`src/psrst_pkg.sv`:
```
// psrst_pkg: register map, field positions and reset values of the soft-reset block
// assumes a 32-bit register port with byte offsets
package psrst_pkg;
	localparam logic [11:0] PSRST_OFS_PERIPH   = 12'h044;
	localparam logic [11:0] PSRST_OFS_PORT     = 12'h048;
	localparam logic [11:0] PSRST_OFS_CAP_TWO  = 12'h014;
	localparam logic [11:0] PSRST_OFS_CAP_FOUR = 12'h01c;

	localparam int PSRST_BIT_ASYNC0 = 0;
	localparam int PSRST_BIT_ASYNC1 = 1;
	localparam int PSRST_BIT_SYNC0  = 4;
	localparam int PSRST_BIT_TWI0   = 12;
	localparam int PSRST_BIT_TMR0   = 16;
	localparam int PSRST_BIT_TMR1   = 17;
	localparam int PSRST_BIT_TMR2   = 18;
	localparam int PSRST_BIT_COMPARATOR_ZERO_RESET  = 24;
	localparam int PSRST_NUM_PORTS  = 5;

	// implemented bits; everything else reads zero
	localparam logic [31:0] PSRST_PERIPH_IMPL = 32'h0107_1013;
	localparam logic [31:0] PSRST_PORT_IMPL   = 32'h0000_001f;

	localparam logic [31:0] PSRST_PERIPH_RESET = 32'h0000_0000;
	localparam logic [31:0] PSRST_PORT_RESET   = 32'h0000_0000;
	localparam logic [31:0] PSRST_CAP_TWO_DEF  = 32'h0107_1013;
	localparam logic [31:0] PSRST_CAP_FOUR_DEF = 32'h0000_001f;
endpackage

```
`src/psrst_wr_if.sv`:
```
// psrst_wr_if: masked write request from the bus decoder to a reset register
// assumes a single clock domain
`timescale 1ns/10ps
`default_nettype none
interface psrst_wr_if;
	logic        en;
	logic [31:0] data;
	logic [31:0] mask;
	logic [31:0] value;
	modport src (output en, output data, output mask, input value);
	modport dst (input en, input data, input mask, output value);
endinterface
`default_nettype wire

```
`src/psrst_mreg.sv`:
```
// psrst_mreg: one 32-bit reset-control register with capability-masked writes
// assumes write request and mask are stable in the write cycle
`timescale 1ns/10ps
`default_nettype none
module psrst_mreg
	import psrst_pkg::*;
#(
	parameter logic [31:0] IMPL  = 32'hffff_ffff,
	parameter logic [31:0] RESET = 32'h0000_0000
) (
	input  wire logic   i_ref_clk,
	input  wire logic   i_rst_n,
	psrst_wr_if.dst     wr
);
	typedef struct packed {
		logic [31:0] bits;
	} psrst_mreg_t;

	psrst_mreg_t st;
	psrst_mreg_t next_st;

	always_comb begin
		next_st = st;
		// only capable, implemented bits move; other implemented bits keep their value, unimplemented bits are forced to zero
		if (wr.en) begin
			next_st.bits = (st.bits & ~(wr.mask & IMPL)) | (wr.data & wr.mask & IMPL);
		end
		next_st.bits = next_st.bits & IMPL;
	end

	always_ff @(posedge i_ref_clk or negedge i_rst_n) begin
		if (!i_rst_n) begin
			st <= '{bits: RESET};
		end else begin
			st <= next_st;
		end
	end

	assign wr.value = st.bits;
endmodule // psrst_mreg
`default_nettype wire

```
`src/psrst_top.sv`:
```
// psrst_top: software reset controls for on-chip peripherals and GPIO ports
// assumes a one-cycle strobe register port; read data valid the cycle after the read strobe
// assumes capability words are fixed when the block is built; software cannot write them
// Notes on behaviour
// - peripheral register writes masked by capability two
// - port register writes masked by capability four
// - both registers clear at system reset
// - bit 4 resets synchronous serial zero
// - bits 1,0 reset asynchronous serial one, zero
// - port bits 4..0 reset ports E..A
// - unassigned bits read as zero
//
// The address-and-strobe port was left to the implementer.
`timescale 1ns/10ps
`default_nettype none
module psrst_top
	import psrst_pkg::*;
#(
	parameter logic [31:0] CAP_TWO_VALUE  = PSRST_CAP_TWO_DEF,
	parameter logic [31:0] CAP_FOUR_VALUE = PSRST_CAP_FOUR_DEF
) (
	input  wire logic        i_ref_clk,
	input  wire logic        i_rstn,
	input  wire logic [11:0] i_addr,
	input  wire logic [31:0] i_wdata,
	input  wire logic        i_wr,
	input  wire logic        i_rd,
	output var  logic [31:0] o_rdata,
	output var  logic        o_comparator_zero_reset,
	output var  logic        o_gp_timer_zero_reset,
	output var  logic        o_gp_timer_one_reset,
	output var  logic        o_gp_timer_two_reset,
	output var  logic        o_two_wire_unit_zero_reset,
	output var  logic        o_sync_serial_zero_reset,
	output var  logic        o_async_serial_zero_reset,
	output var  logic        o_async_serial_one_reset,
	output var  logic [4:0]  o_port_reset
);
	// one flop per unit control, named after the unit it holds in reset
	typedef struct packed {
		logic comparator_zero;
		logic gp_timer_two;
		logic gp_timer_one;
		logic gp_timer_zero;
		logic two_wire_unit_zero;
		logic sync_serial_zero;
		logic async_serial_one;
		logic async_serial_zero;
	} psrst_periph_ctl_t;

	typedef struct packed {
		logic [31:0]                rdata;
		psrst_periph_ctl_t          periph_out;
		logic [PSRST_NUM_PORTS-1:0] port_out;
	} psrst_top_t;

	// the synchroniser is the only state cleared straight from the pin; it stays
	// outside the struct because everything else is cleared by its output
	logic [1:0] rst_sync;
	logic       rst_n;

	psrst_top_t st;
	psrst_top_t next_st;

	// address decode, shared by the write enables and the read mux
	logic       hit_periph;
	logic       hit_port;
	logic       hit_cap_two;
	logic       hit_cap_four;

	psrst_wr_if periph_wr ();
	psrst_wr_if port_wr ();

	function automatic logic psrst_hit(
		input logic [11:0] addr,
		input logic [11:0] ofs
	);
		return addr == ofs;
	endfunction

	// bus view of a register; nothing outside the implemented bits can leak out
	function automatic logic [31:0] psrst_visible(
		input logic [31:0] value,
		input logic [31:0] impl
	);
		return value & impl;
	endfunction

	// gathers the eight unit controls in output order, comparator first
	function automatic psrst_periph_ctl_t psrst_periph_pick(
		input logic [31:0] value
	);
		psrst_periph_ctl_t pick;
		pick.comparator_zero    = value[PSRST_BIT_COMPARATOR_ZERO_RESET];
		pick.gp_timer_two       = value[PSRST_BIT_TMR2];
		pick.gp_timer_one       = value[PSRST_BIT_TMR1];
		pick.gp_timer_zero      = value[PSRST_BIT_TMR0];
		pick.two_wire_unit_zero = value[PSRST_BIT_TWI0];
		pick.sync_serial_zero   = value[PSRST_BIT_SYNC0];
		pick.async_serial_one   = value[PSRST_BIT_ASYNC1];
		pick.async_serial_zero  = value[PSRST_BIT_ASYNC0];
		return pick;
	endfunction

	// port controls, bit 4 port E down to bit 0 port A
	function automatic logic [PSRST_NUM_PORTS-1:0] psrst_port_pick(
		input logic [31:0] value
	);
		return value[PSRST_NUM_PORTS-1:0];
	endfunction

	// read mux; a read of an unmapped offset and a cycle with no read both give zero
	function automatic logic [31:0] psrst_read_mux(
		input logic        rd,
		input logic        sel_periph,
		input logic        sel_port,
		input logic        sel_cap_two,
		input logic        sel_cap_four,
		input logic [31:0] periph_value,
		input logic [31:0] port_value
	);
		logic [31:0] data;
		data = 32'h0000_0000;
		if (rd) begin
			if (sel_periph) begin
				data = psrst_visible(periph_value, PSRST_PERIPH_IMPL);
			end else if (sel_port) begin
				data = psrst_visible(port_value, PSRST_PORT_IMPL);
			end else if (sel_cap_two) begin
				// capability words read back so software can see which bits are live
				data = CAP_TWO_VALUE;
			end else if (sel_cap_four) begin
				data = CAP_FOUR_VALUE;
			end
		end
		return data;
	endfunction

	// release through two flops; assertion stays asynchronous so a held pin
	// clears the block even while the clock is stopped
	always_ff @(posedge i_ref_clk or negedge i_rstn) begin
		if (!i_rstn) begin
			rst_sync <= 2'h0;
		end else begin
			rst_sync <= {rst_sync[0], 1'b1};
		end
	end
	assign rst_n = rst_sync[1];

	// capability words are decoded for reads only
	assign hit_periph   = psrst_hit(i_addr, PSRST_OFS_PERIPH);
	assign hit_port     = psrst_hit(i_addr, PSRST_OFS_PORT);
	assign hit_cap_two  = psrst_hit(i_addr, PSRST_OFS_CAP_TWO);
	assign hit_cap_four = psrst_hit(i_addr, PSRST_OFS_CAP_FOUR);

	// both registers share one write path; only the mask and the implemented set differ
	assign periph_wr.en   = i_wr && hit_periph;
	assign periph_wr.data = i_wdata;
	assign periph_wr.mask = CAP_TWO_VALUE;
	assign port_wr.en     = i_wr && hit_port;
	assign port_wr.data   = i_wdata;
	assign port_wr.mask   = CAP_FOUR_VALUE;

	psrst_mreg #(
		.IMPL  (PSRST_PERIPH_IMPL),
		.RESET (PSRST_PERIPH_RESET)
	) u_periph (
		.i_ref_clk (i_ref_clk),
		.i_rst_n   (rst_n),
		.wr        (periph_wr)
	);

	psrst_mreg #(
		.IMPL  (PSRST_PORT_IMPL),
		.RESET (PSRST_PORT_RESET)
	) u_port (
		.i_ref_clk (i_ref_clk),
		.i_rst_n   (rst_n),
		.wr        (port_wr)
	);

	always_comb begin
		next_st = st;
		next_st.rdata = psrst_read_mux(
			i_rd,
			hit_periph,
			hit_port,
			hit_cap_two,
			hit_cap_four,
			periph_wr.value,
			port_wr.value
		);
		// outputs follow the registers one cycle later, all from flops
		next_st.periph_out = psrst_periph_pick(periph_wr.value);
		next_st.port_out   = psrst_port_pick(port_wr.value);
	end

	// read data lives for one cycle only; the mux gives zero when no read is taken
	always_ff @(posedge i_ref_clk or negedge rst_n) begin
		if (!rst_n) begin
			st.rdata      <= 32'h0000_0000;
			st.periph_out <= '0;
			st.port_out   <= '0;
		end else begin
			st <= next_st;
		end
	end

	assign o_rdata                    = st.rdata;
	// high holds the unit in software reset
	assign o_comparator_zero_reset    = st.periph_out.comparator_zero;
	assign o_gp_timer_two_reset       = st.periph_out.gp_timer_two;
	assign o_gp_timer_one_reset       = st.periph_out.gp_timer_one;
	assign o_gp_timer_zero_reset      = st.periph_out.gp_timer_zero;
	assign o_two_wire_unit_zero_reset = st.periph_out.two_wire_unit_zero;
	assign o_sync_serial_zero_reset   = st.periph_out.sync_serial_zero;
	assign o_async_serial_one_reset   = st.periph_out.async_serial_one;
	assign o_async_serial_zero_reset  = st.periph_out.async_serial_zero;

	// bit 4 port E down to bit 0 port A
	assign o_port_reset               = st.port_out;
endmodule // psrst_top
`default_nettype wire

```
`config.mk`:
```
export PLATFORM = sky130hd
export DESIGN_NAME = psrst_top
export DESIGN_NICKNAME = d
export VERILOG_FILES = /design/src/psrst_pkg.sv /design/src/psrst_wr_if.sv /design/src/psrst_mreg.sv /design/src/psrst_top.sv
export SDC_FILE = /design/constraint.sdc
export NUM_CORES = 1
export LEC_CHECK = 0
export ABC_AREA = 1
export BUFFER_PORTS_ARGS = -buffer_cell sky130_fd_sc_hd__buf_2
export CORE_MARGIN = 2
export CORE_UTILIZATION = 40
export CTS_CLUSTER_DIAMETER = 80
export DETAILED_ROUTE_END_ITERATION = 10
export PLACE_DENSITY = 0.71
export SLEW_MARGIN = 20
export SYNTH_ARGS = -nofsm -noshare
export SYNTH_HDL_FRONTEND = slang
export SYNTH_SLANG_ARGS = --single-unit
```
`constraint.sdc`:
```
create_clock -name i_ref_clk -period 3.4 [get_ports i_ref_clk]
set_input_delay 0.17 -clock i_ref_clk [delete_from_list [all_inputs] [get_ports i_ref_clk]]
set_output_delay 0.17 -clock i_ref_clk [all_outputs]
set_load 0.01 [all_outputs]
```
## After elaboration in Yosys (flattened, before gate mapping)

Index checks and enable logic that the tools add are counted.

- Output and inout port bits: 45
- Bits in read-only memories: 0
- Memories: 0
- Bits in latches: 0
- Register bits: 60
- Memory bits (writable): 0
- Input bits: 48

- Order comparisons: 0
- Mux-type cells: 5
- Div/mod/pow operators: 0
- Reduce and logical (&&, ||, !) cells: 2
- Equality and inequality tests: 4
- Shift operators: 0
- Bitwise gates (word level): 0
- $add $sub $neg: 0
- Multiply operators: 0

Operator list:

| kind | number |
|---|---|
| two-way mux 32 bit | 2 |
| two-way mux 25 bit | 2 |
| == test 12 x 5 -> 1 bit (second input constant) | 2 |
| == test 12 x 7 -> 1 bit (second input constant) | 2 |
| two-way mux 5 bit | 1 |
| logical AND 1 bit | 2 |

## Longest topological paths before layout

Gate-level depths: netlist (run 1).

- Depth in word-level cells: 6
- Mapped depth: 8
- Gate-level depth less buffers: 8

## Cells and area by module

From an unflattened synthesis (run 1), not the netlist that was laid out.

- Cell total of the unflattened synthesis: 239
- Area, all modules: 2127.0 um2

Modules (own cells, without submodules):

| module | area an instance (um2) | cells an instance | times used | seq. area each (um2) |
|---|---|---|---|---|
| psrst_top | 1137.3 | 118 | 1 | 625.6 |
| psrst_mreg (u_periph) | 565.5 | 67 | 1 | 200.2 |
| psrst_mreg (u_port) | 424.2 | 54 | 1 | 125.1 |

## Least setup slack after synthesis (run 1)

No wires, ideal clock.

- Path type: input port to flip-flop
- Start: input i_addr[11]
- End: register u_periph.st, in the netlist u_periph.wr.value[0]
- Arrival: 901 ps
- Stages: 7
- Setup slack: 2382 ps
- Buffers on the path: 1
- Cells stage by stage: nor2_1 -> nand2_2 -> nor2_8 -> nand4_4 -> buf_6 -> nand2_2 -> o21ai_2

- Longest elaborated chain between the ends: 2

Ends and longest elaborated chain:

| element | RTL line | RTL |
|---|---|---|
| start: declaration | psrst_top.sv:24 | `input wire logic [11:0] i_addr,` |
| == test 12 x 7 -> 1 bit | psrst_top.sv:78 | `return addr == ofs;` |
| logical AND 1 bit | psrst_top.sv:157 | `assign periph_wr.en = i_wr && hit_periph;` |
| end signal: assignment | psrst_mreg.sv:33 | `st <= '{bits: RESET};` |
| end signal: assignment | psrst_mreg.sv:35 | `st <= next_st;` |
| end: declaration | psrst_mreg.sv:19 | `psrst_mreg_t st;` |

No other way between the ends.
A chain may end at the register's enable or synchronous reset.

## Worst setup path after layout (run 1)

- Start: register st, in the netlist o_rdata[17]
- End: output o_rdata[17]

RTL lines:

| element | RTL line | RTL |
|---|---|---|
| start: declaration | psrst_top.sv:62 | `psrst_top_t st;` |
| start signal: assignment | psrst_top.sv:205 | `st <= next_st;` |
| end: declaration | psrst_top.sv:28 | `output var logic [31:0] o_rdata,` |

No word-level cell between the ends.

==> reports/summary.txt, run 1 <==
Core ar.: 4000 µm²
Minimum clock period: 974 ps
Die Span Y: 68.6 µm
R2R Path End: u_port.wr.value[3]
R2r worst-path depth: 1
Worst Setup EP: o_rdata[17]
VDD IR max: 0.000140 V
Maximum level of the CTS H-tree: 2
Syn_area_per_cell: 9.66 µm²
Critical path depth: 1
RSZ-0062 raised after global routing: no
CP max stage delay: 370 ps
Grt ovf: 0
Area leader, netlist: dfrtp_1
Final setup fails: 0
Vias/cell: 4.15
TritonCTS buffer count: 5
Row count: 23
Residual DRC count: 0
Non-filler instance count after layout: 279
First-pass GRT wire length: 4570 µm
Post-CTS setup-driven buffer insertion count: 0
Max-slew violations: 0
Via count: 1159
Kind of cell adding the most delay to the critical path: flip-flops
Setup_tns: 0 ps
Reg-to-reg critical path startpoint: rst_sync[1]
Worst hold-check path type: input port to flip-flop
Number of I/O pins: 93
Post-DP HPWL: 2170 µm
Yosys warning total: 0
Dpl cell area: 1880 µm²
Max Fclk: 1030 MHz
Clock skew: 7.60 ps
Post-Syn Instances: 173
DR iter-0 viols: 38
# diodes: 0
Vias in the first global route: 1088
Outcome: complete, no violations
All-Layer GR Usage: 13.7%
Reg-to-reg slack, setup: 2580 ps
DR WL/cell: 10.0 µm
Initial core utilization: 41.8%
Worst slew pin tran: 613 ps
Design area: 1990 µm²
Antenna Nets Post-Route: 0
CTS Sinks: 38
Dpl cells: 270
Post-synth top area share: 56.9%
P_leak: 1.19 nW
Kind of end point of the critical path: output port
Distinct cell type count after synthesis: 20
WL final: 2800 µm
Die area: 4710 µm²
Buffers on Ports: 48
Final Hold Fails: 0
Pwr Density: 418 nW/µm²
Buffer and inverter count on the worst path: 1
Critical path's slowest cell: dfrtp_1
Layout cells sized above 1: 33.2%
Seq cells post-synth: 38
Ranking of synthesized cells by area: dfrtp_1 57%, buf_4 9.9%, nand2_1 9.0%
CP Launch Type: flip-flop
# nets final: 276
TritonRoute pass-1 iters: 4
Register area share after synthesis: 56.9%
Worst-Skew Late Latency: 290 ps
Syn Std Cell Area: 1670 µm²
Die X: 68.6 µm
Routability cong.: 0.785
Initial antenna violation count: 0
Fill count: 385
Root buf cell: clkbuf_8
Largest net degree at the start of global routing: 32
Critical path required time: 3230 ps
CTS clk-pin slew, worst paths: 70 ps
CTS tree: built
Kind of critical path: flip-flop to output port
CP Max Fanout: 1
Final period utilization: 28.6%
Max Cap Viol: 0
Critical-path cell list: buf_2
CP startpoint: o_rdata[17]
CTS Buffer Depth: 2
WP data arrival: 800 ps
Worst rel slew slack: 59.1%
Layout area overhead: 19.1%
[power breakdown]
| part | switching, mW | internal, mW |
|---|---|---|
| sequential | 0.00704 | 0.454 |
| clock | 0.158 | 0.163 |
| combinational | 0.0319 | 0.0167 |
| total | 0.197 | 0.634 |
[cell usage after synthesis]
master	instances
o21ai_0	2
conb_1	2
nand2_1	40
a21oi_1	4
inv_1	18
nand3_4	1
o21ai_1	2
nand4_4	1
dfrtp_1	38
nor2_4	2
nand2_2	5
buf_6	1
nand3_2	3
inv_2	2
nor2_1	21
buf_4	22
o21ai_2	2
nor2_8	1
nand3_1	5
nor2_2	1
[cell usage in the layout, fill, tap and decap left out, types with 2 or more instances in the layout]
master and instances:
a21oi_1 4, buf_2 48, clkbuf_8 6, conb_1 23, dfrtp_1 37, inv_1 18, inv_2 2, nand2_1 40
nand2_2 5, nand3_1 5, nand3_2 3, nor2_1 21, nor2_4 2, o21ai_0 2, o21ai_1 2, o21ai_2 2
[flip-flops by register name (all words and copies together), names as in the netlist]
signal                      cells
o_gp_timer_zero_reset           1
o_comparator_zero_reset         1
o_async_serial_zero_reset       1
o_two_wire_unit_zero_reset      1
o_gp_timer_two_reset            1
o_rdata                        10
o_gp_timer_one_reset            1
o_sync_serial_zero_reset        1
o_async_serial_one_reset        1
o_port_reset                    5
rst_sync                        2
u_port.wr.value                 5
u_periph.wr.value               8
[per-stage QoR]
stage | util, % | setup slack, ps | power, mW | hold slack, ps
after floorplan | - | 2260 | 0.514 | -126
after global placement | 47.1 | 2120 | 0.517 | -45.6
after detailed placement | 47.1 | 2100 | 0.519 | -43.2
after CTS | 49.7 | 2410 | 0.838 | 72.3
after global routing | 49.7 | 2250 | 0.861 | 76.8
final | 49.7 | 2430 | 0.831 | 75.0
[per-layer routing]
layer  GRT usage [%]  vias up  share of wire (%)  wire, µm
li1                -      588                  -         -
met1            13.8      516                 38      1070
met2            24.0       46                 50      1410
met3            4.71        9                8.3       233
met4            8.25        0                3.2        90
met5               0        -                  0         0
[cell type report]
class / instances / area [µm²] / share of cell area, %
multi-input cells: 113 / 547 / 27.5
repair buffers: 50 / 258 / 13.0
well taps: 50 / 62.6 / 3.14
flip-flops and latches: 38 / 952 / 47.9
clock buffers: 6 / 82.6 / 4.15
clock inverters: 2 / 12.5 / 0.629
inverters: 20 / 75.1 / 3.77
[kinds of logic after synthesis]
| logic type | Yosys count | synth area share [%] |
|---|---|---|
| and+or+nand+nor | 80 | 24.1 |
| buffers and inverters | 43 | 15.1 |
| DFF | 38 | 56.9 |
| AOI/OAI and AO/OA | 10 | 3.45 |
| other | 2 | 0.450 |
[how the worst min path moves through the flow]
| stage | start | to | slack (ps) | cells after the start |
|---|---|---|---|---|
| 2_1_floorplan | i_rstn | rst_sync[0] | -130 | 0 |
| 3_3_place_gp | i_rstn | rst_sync[0] | -50 | 1 |
| 3_5_place_dp | i_rstn | rst_sync[0] | -40 | 1 |
| 4_1_cts | i_wdata[12] | u_periph.wr.value[12] | 70 | 3 |
| 5_1_grt | i_wdata[17] | u_periph.wr.value[17] | 80 | 3 |
| 6_report | i_wdata[12] | u_periph.wr.value[12] | 80 | 3 |
[repair_timing]
| action | in CTS | in global routing |
|---|---|---|
| gates resized for setup | 0 | 0 |
| hold buffers | 1 | 0 |
| endpoints found under the hold margin | 2 | 0 |
| endpoints found under the setup margin | 0 | 0 |
(Power assumes the default switching activity.)
==> run 2: changes to the inputs <==
--- a/config.mk
+++ b/config.mk
@@ -5,13 +5,13 @@
 export SDC_FILE = /design/constraint.sdc
 export NUM_CORES = 1
 export LEC_CHECK = 0
-export ABC_AREA = 1
+export ABC_AREA = 0
 export BUFFER_PORTS_ARGS = -buffer_cell sky130_fd_sc_hd__buf_2
 export CORE_MARGIN = 2
-export CORE_UTILIZATION = 40
+export CORE_UTILIZATION = 39
 export CTS_CLUSTER_DIAMETER = 80
 export DETAILED_ROUTE_END_ITERATION = 10
-export PLACE_DENSITY = 0.71
+export PLACE_DENSITY = 0.73
 export SLEW_MARGIN = 20
 export SYNTH_ARGS = -nofsm -noshare
 export SYNTH_HDL_FRONTEND = slang
==> constraint.sdc (replaced) <==
create_clock -name i_ref_clk -period 0.8 [get_ports i_ref_clk]
set_input_delay 0.04 -clock i_ref_clk [delete_from_list [all_inputs] [get_ports i_ref_clk]]
set_output_delay 0.04 -clock i_ref_clk [all_outputs]
set_load 0.01 [all_outputs]
==> run 2 against run 1 <==
Effect of this change: the flow now finishes with violations (negative setup slack); non-clock buffer count is 24 higher; synthesized area fell by 4.1%; sequential power grew to 4.2 times the previous value; critical path depth is 3 higher; sequential cell count stayed put; clock skew down 0.98 ps; first-iteration DRC count increased by 26%; die area shrank 1.6%; cell count down 13%; combinational power grew to 6.5 times the previous value; largest power group unchanged; cell area increased by 13%.
==> reports/summary.txt, run 2 <==
Largest net degree at the start of global routing: 37 (+16%)
WL final: 3130 µm (+12%)
Yosys warning total: 0 (unchanged)
Pre-CTS setup slack: -989 ps (-3090 ps)
Post-synthesis adder-cell area fraction: 0% (unchanged)
Critical path's slowest cell: or4_4
Post-synth top cells: 38 x dfrtp_1, 22 x buf_4, 8 x mux2_2
CTS tree: built
Distinct cell type count after synthesis: 29 (+45%)
Layout area overhead: 40.1%
Final setup fails: 46 (+46)
EDFF count, synth: 0 (unchanged)
Dpl cell area: 1970 µm² (+4.8%)
Most common cell after layout, fill and taps aside: buf_2
Number of I/O pins: 93 (unchanged)
Outcome: complete, but fails checks
DR iter-0 viols: 48 (+26%)
TritonCTS buffer count: 5 (unchanged)
CP max stage delay: 620 ps (+250 ps)
Antenna Nets Post-Route: 0 (unchanged)
Multiplexer area fraction after synthesis: 10.3% (+10 points)
Worst hold-check path type: input port to flip-flop
DR WL/cell: 12.9 µm (+28%)
Root buf cell: clkbuf_8
Pwr Density: 1590 nW/µm² (+280%)
Minimum clock period: 1440 ps
Post-DP HPWL: 2300 µm (+6.0%)
Vias in the first global route: 1041 (-4.3%)
Grt ovf: 0 (unchanged)
Die area: 4630 µm² (-1.6%)
Die X: 68.1 µm (-0.79%)
CTS Sinks: 38 (unchanged)
Post-synthesis compound-gate area fraction: 7.66% (+4.2 points)
Final period utilization: 180%
Die Span Y: 68.1 µm (-0.79%)
Design area: 2240 µm² (+13%)
Via count: 1089 (-6.0%)
# nets final: 240 (-13%)
Fill count: 324 (-16%)
Synth Area in XOR/XNOR: 0.547% (+0.55 points)
RSZ-0062 raised after global routing: yes
WP data arrival: 1610 ps (+810 ps)
Clock skew: 6.62 ps (-0.981 ps)
PnR worst setup slack: -636 ps (-3060 ps)
Kind of end point of the critical path: flip-flop
Commonest non-fill, non-tap cells in the layout: 41 x buf_2, 37 x dfrtp_1, 23 x conb_1
Core ar.: 3970 µm² (-0.72%)
Post-Syn Instances: 115 (-34%)
Top-count cell post-synth: dfrtp_1
Fraction of the mapped netlist area in simple logic gates: 9.84% (-14 points)
Violated checks: negative setup slack
Syn_area_per_cell: 13.9 µm² (+44%)
Largest family of logic cells by synthesized area: buffers and inverters
Maximum level of the CTS H-tree: 2 (unchanged)
Row count: 23 (unchanged)
Max Fclk: 696 MHz
Vias/cell: 4.48 (+7.9%)
Initial core utilization: 40.3% (-1.4 points)
Async S/R FF share, synth: 100% (unchanged)
First-pass GRT wire length: 4920 µm (+7.7%)
VDD IR max: 0.000565 V (+300%)
Buffer and inverter count on the worst path: 1 (unchanged)
Critical path required time: 970 ps (-2260 ps)
Ranking of synthesized cells by area: dfrtp_1 59%, buf_4 10%, mux2_2 5.6%
# diodes: 0 (unchanged)
P_leak: 1.19 nW (+0.39%)
Area leader, netlist: dfrtp_1
Synth Flop Type: dfrtp_1
Layout cells sized above 1: 51.8% (+19 points)
Worst-Skew Late Latency: 290 ps (about the same)
Syn Std Cell Area: 1600 µm² (-4.1%)
Seq cells post-synth: 38 (unchanged)
Initial antenna violation count: 0 (unchanged)
Post-synth top area share: 59.4% (+2.4 points)
All-Layer GR Usage: 15.0% (+1.4 points)
Kind of cell adding the most delay to the critical path: simple AND/OR/NAND/NOR gates
Residual DRC count: 0 (unchanged)
Largest register FFs: 10 (unchanged)
Max Cap Viol: 0 (unchanged)
Routability cong.: 0.822 (+4.8%)
Post-CTS setup-driven buffer insertion count: 0 (unchanged)
Max-slew violations: 0 (unchanged)
Register area share after synthesis: 59.4% (+2.4 points)
Final Hold Fails: 0 (unchanged)
CTS Buffer Depth: 2 (unchanged)
CTS clk-pin slew, worst paths: 70 ps (about the same)
TritonRoute pass-1 iters: 4 (unchanged)
CP Launch Type: input port
Buffers on Ports: 48 (unchanged)
Critical-path cell list: buf_6 > or4b_4 > or4_4 > mux2_4
Kind of critical path: input port to flip-flop
CP Max Fanout: 5 (+4)
-- run 2: logic make-up after synthesis --
group,after synthesis
DFF,38
buffers and inverters,26
and+or+nand+nor,20
AOI/OAI and AO/OA,15
muxes,13
other,2
xor gates and xnor gates,1
-- run 2: path summary, 6_finish.rpt --
check	start	endpoint	slack, ps	cells after the start
worst min-delay path	i_wdata[4]	u_port.wr.value[4]	10	2
worst max-delay path	i_addr[4]	u_port.wr.value[1]	-640	4
min in group asynchronous	i_rstn	rst_sync[0]	80	2
max in group asynchronous	rst_sync[1]	o_port_reset[3]	400	1
worst max register to register	u_port.wr.value[4]	o_rdata[4]	-230	2
worst min register to register	rst_sync[1]	o_gp_timer_two_reset	220	1
-- run 2: cell type report --
type                    instances  area, µm²  area share (%)
well taps                      50       62.6            2.79
flip-flops and latches         38        952            42.4
clock buffers                   7       86.3            3.85
multi-input cells              72        604            26.9
inverters                       1       3.75           0.167
repair buffers                 74        529            23.6
clock inverters                 1       5.00           0.223
-- run 2: where the power goes --
group	switching, mW	total, mW	internal [mW]
clock	0.624	1.32	0.694
sequential	0.00598	1.94	1.93
combinational	0.161	0.316	0.154
total	0.791	3.57	2.78
-- run 2: metrics by stage --
step / hold slack [ps] / instances / setup TNS [ps] / utilization, % / total power [mW]
after detailed placement: -174 / 225 / -20580 / 49.7 / 2.24
after global routing: 1.26 / 243 / -13590 / 56.5 / 3.76
after global placement: -173 / 225 / -20070 / 49.7 / 2.23
after floorplan: -256 / 136 / -17330 / - / 2.17
after CTS: 6.74 / 243 / -12500 / 55.7 / 3.61
final: 13.7 / 243 / -12450 / 56.5 / 3.57
-- run 2: layer usage --
layer	part of all wire, %	GRT usage, %
met5	0	0
met2	46	23.7
met4	1.8	6.75
met1	43	18.3
met3	9.2	5.76
-- run 2: worst register-to-register path, cell delays in order, from the launching register on --
cell	delay [ps]
dfrtp_1	390
o311ai_0	400
o22ai_2	110
-- run 2: what timing repair did --
| action | CTS | global route |
|---|---|---|
| endpoints found under the hold margin | 12 | 0 |
| gates resized for setup | 8 | 7 |
| setup endpoints to repair | 46 | 46 |
| hold buffers | 10 | 0 |
| pin swaps | 4 | 1 |
==> run 3: changes to the inputs <==
--- a/config.mk
+++ b/config.mk
@@ -11,7 +11,8 @@
 export CORE_UTILIZATION = 39
 export CTS_CLUSTER_DIAMETER = 80
 export DETAILED_ROUTE_END_ITERATION = 10
-export PLACE_DENSITY = 0.73
+export GPL_ROUTABILITY_DRIVEN = 0
+export PLACE_DENSITY = 0.75
 export SLEW_MARGIN = 20
 export SYNTH_ARGS = -nofsm -noshare
 export SYNTH_HDL_FRONTEND = slang
==> run 3 against run 2 <==
Effect of this change: clock-buffer cell count did not move; global-route usage fell by 0.18 points; the flow still finishes with violations (negative setup slack); highest routed layer unchanged; register-to-register slack improved by 60 ps; cell area rose by 3.2%.
==> reports/summary.txt, run 3 (synthesized netlist as in run 2, its figures left out) <==
Max-slew violations: 0 (unchanged)
CTS tree: built
Antenna Nets Post-Route: 0 (unchanged)
All-Layer GR Usage: 14.9% (-0.18 points)
Die X: 68.1 µm (unchanged)
Kind of cell adding the most delay to the critical path: simple AND/OR/NAND/NOR gates
Initial antenna violation count: 0 (unchanged)
Violated checks: negative setup slack
Critical path's slowest cell: or4_4
Buffer and inverter count on the worst path: 1 (unchanged)
CTS clk-pin slew, worst paths: 70 ps (about the same)
Maximum level of the CTS H-tree: 2 (unchanged)
# diodes: 0 (unchanged)
Worst-Skew Late Latency: 290 ps (about the same)
Busiest grt layer: met2
Grt ovf: 0 (unchanged)
Root buf cell: clkbuf_8
Kind of critical path: input port to flip-flop
PnR worst setup slack: -603 ps (+33.7 ps)
WL final: 3110 µm (-0.64%)
Final period utilization: 175% (-4.2 points)
Largest net degree at the start of global routing: 37 (unchanged)
Max Cap Viol: 0 (unchanged)
Initial core utilization: 40.3% (unchanged)
Outcome: complete, but fails checks
Vias/cell: 4.43 (-1.2%)
CP Max Fanout: 5 (unchanged)
Post-DP HPWL: 2260 µm (-1.9%)
GR Util met2: 23.9% (+0.24 points)
Number of I/O pins: 93 (unchanged)
Layout cells sized above 1: 54.1% (+2.3 points)
GRT met3 Usage: 5.10% (-0.66 points)
Layout area overhead: 44.6%
Layout Utilization: 58.3% (+1.8 points)
CP max stage delay: 570 ps (-50 ps)
Total power draw: 3.58 mW (+0.14%)
Final Hold Fails: 0 (unchanged)
Commonest non-fill, non-tap cells in the layout: 37 x buf_2, 37 x dfrtp_1, 23 x conb_1
WP data arrival: 1580 ps (-30 ps)
Core ar.: 3970 µm² (unchanged)
Row count: 23 (unchanged)
Die area: 4630 µm² (unchanged)
Critical path required time: 980 ps (about the same)
TritonRoute pass-1 iters: 4 (unchanged)
Die Span Y: 68.1 µm (unchanged)
Clock skew: 3.19 ps (-3.43 ps)
Via count: 1080 (-0.83%)
DR WL/cell: 12.7 µm (-1.0%)
CP Launch Type: input port
Final setup fails: 46 (unchanged)
Kind of end point of the critical path: flip-flop
Buffers on Ports: 48 (unchanged)
Met1 usage: 17.6% (-0.65 points)
CTS Buffer Depth: 2 (unchanged)
DR iter-0 viols: 58 (+21%)
First-pass GRT wire length: 4800 µm (-2.5%)
Minimum clock period: 1400 ps (-33.7 ps)
CTS Sinks: 38 (unchanged)
Largest register FFs: 10 (unchanged)
P_leak: 1.21 nW (+1.3%)
Critical-path cell list: buf_6 > or4_4 > or4_4 > mux2_4
Top cell by count, worst path: or4_4
VDD IR max: 0.000640 V (+13%)
# nets final: 241 (+0.42%)
Vias in the first global route: 973 (-6.5%)
Fill count: 321 (-0.93%)
Max Fclk: 713 MHz (+2.4%)
Residual DRC count: 0 (unchanged)
Pwr Density: 1540 nW/µm² (-3.0%)
RSZ-0062 raised after global routing: yes
Worst hold-check path type: input port to flip-flop
TritonCTS buffer count: 5 (unchanged)
## run 3: cell types whose count changed in the layout (fill, tap and decap cells not counted), moves of 2 or more
cell and delta:
buf_6 +5, o311ai_1 -2, o311ai_2 +2, buf_2 -4
## run 3: final timing paths
path | start | end | slack, ps | cells after the start
min in group asynchronous | i_rstn | rst_sync[1] | 70 | 2
max | i_addr[1] | u_port.wr.value[3] | -600 | 4
min | i_wdata[1] | u_port.wr.value[1] | 10 | 2
min reg2reg | rst_sync[1] | o_rdata[1] | 220 | 1
max in group asynchronous | rst_sync[1] | o_two_wire_unit_zero_reset | 410 | 1
max reg2reg | u_port.wr.value[4] | o_rdata[4] | -170 | 2
## run 3: final cells by class
| type | instances | area [µm²] | share of cell area [%] |
|---|---|---|---|
| flip-flops and latches | 38 | 952 | 41.1 |
| multi-input cells | 72 | 643 | 27.8 |
| repair buffers | 75 | 563 | 24.3 |
| clock buffers | 7 | 86.3 | 3.73 |
| well taps | 50 | 62.6 | 2.70 |
| clock inverters | 1 | 5.00 | 0.216 |
| inverters | 1 | 3.75 | 0.162 |
## run 3: timing repair
item                                    CTS  global route
hold buffers                              9             0
endpoints found under the setup margin   46            46
resized for setup                        15            12
endpoints found under the hold margin    10             0
setup buffers                             0             1
pin swaps                                 4             4
## run 3: stage by stage
| stage | cell area [µm²] | cells | setup WS [ps] | hold slack (ps) | setup TNS [ps] |
|---|---|---|---|---|---|
| floorplan | 1730 | 136 | -917 | -256 | -17330 |
| global placement | 1980 | 226 | -954 | -173 | -20450 |
| detailed placement | 1980 | 226 | -975 | -173 | -20800 |
| CTS | 2240 | 243 | -611 | 8.46 | -12650 |
| global route | 2320 | 244 | -609 | 10.5 | -13150 |
| finish | 2320 | 244 | -603 | 9.59 | -12150 |
## run 3: metal layers
metal	vias to the layer above	routed length (µm)	share of wire (%)
met5	-	0	0
met4	0	70	2.3
met3	8	311	10
met2	61	1470	47
met1	500	1250	40
li1	511	-	-
## run 3: power by group
part | internal [mW] | leakage (nW) | total, mW | switching, mW
clock network | 0.694 | 0.0482 | 1.30 | 0.611
logic | 0.165 | 0.635 | 0.334 | 0.169
registers | 1.93 | 0.525 | 1.94 | 0.00579
total | 2.79 | 1.21 | 3.58 | 0.786
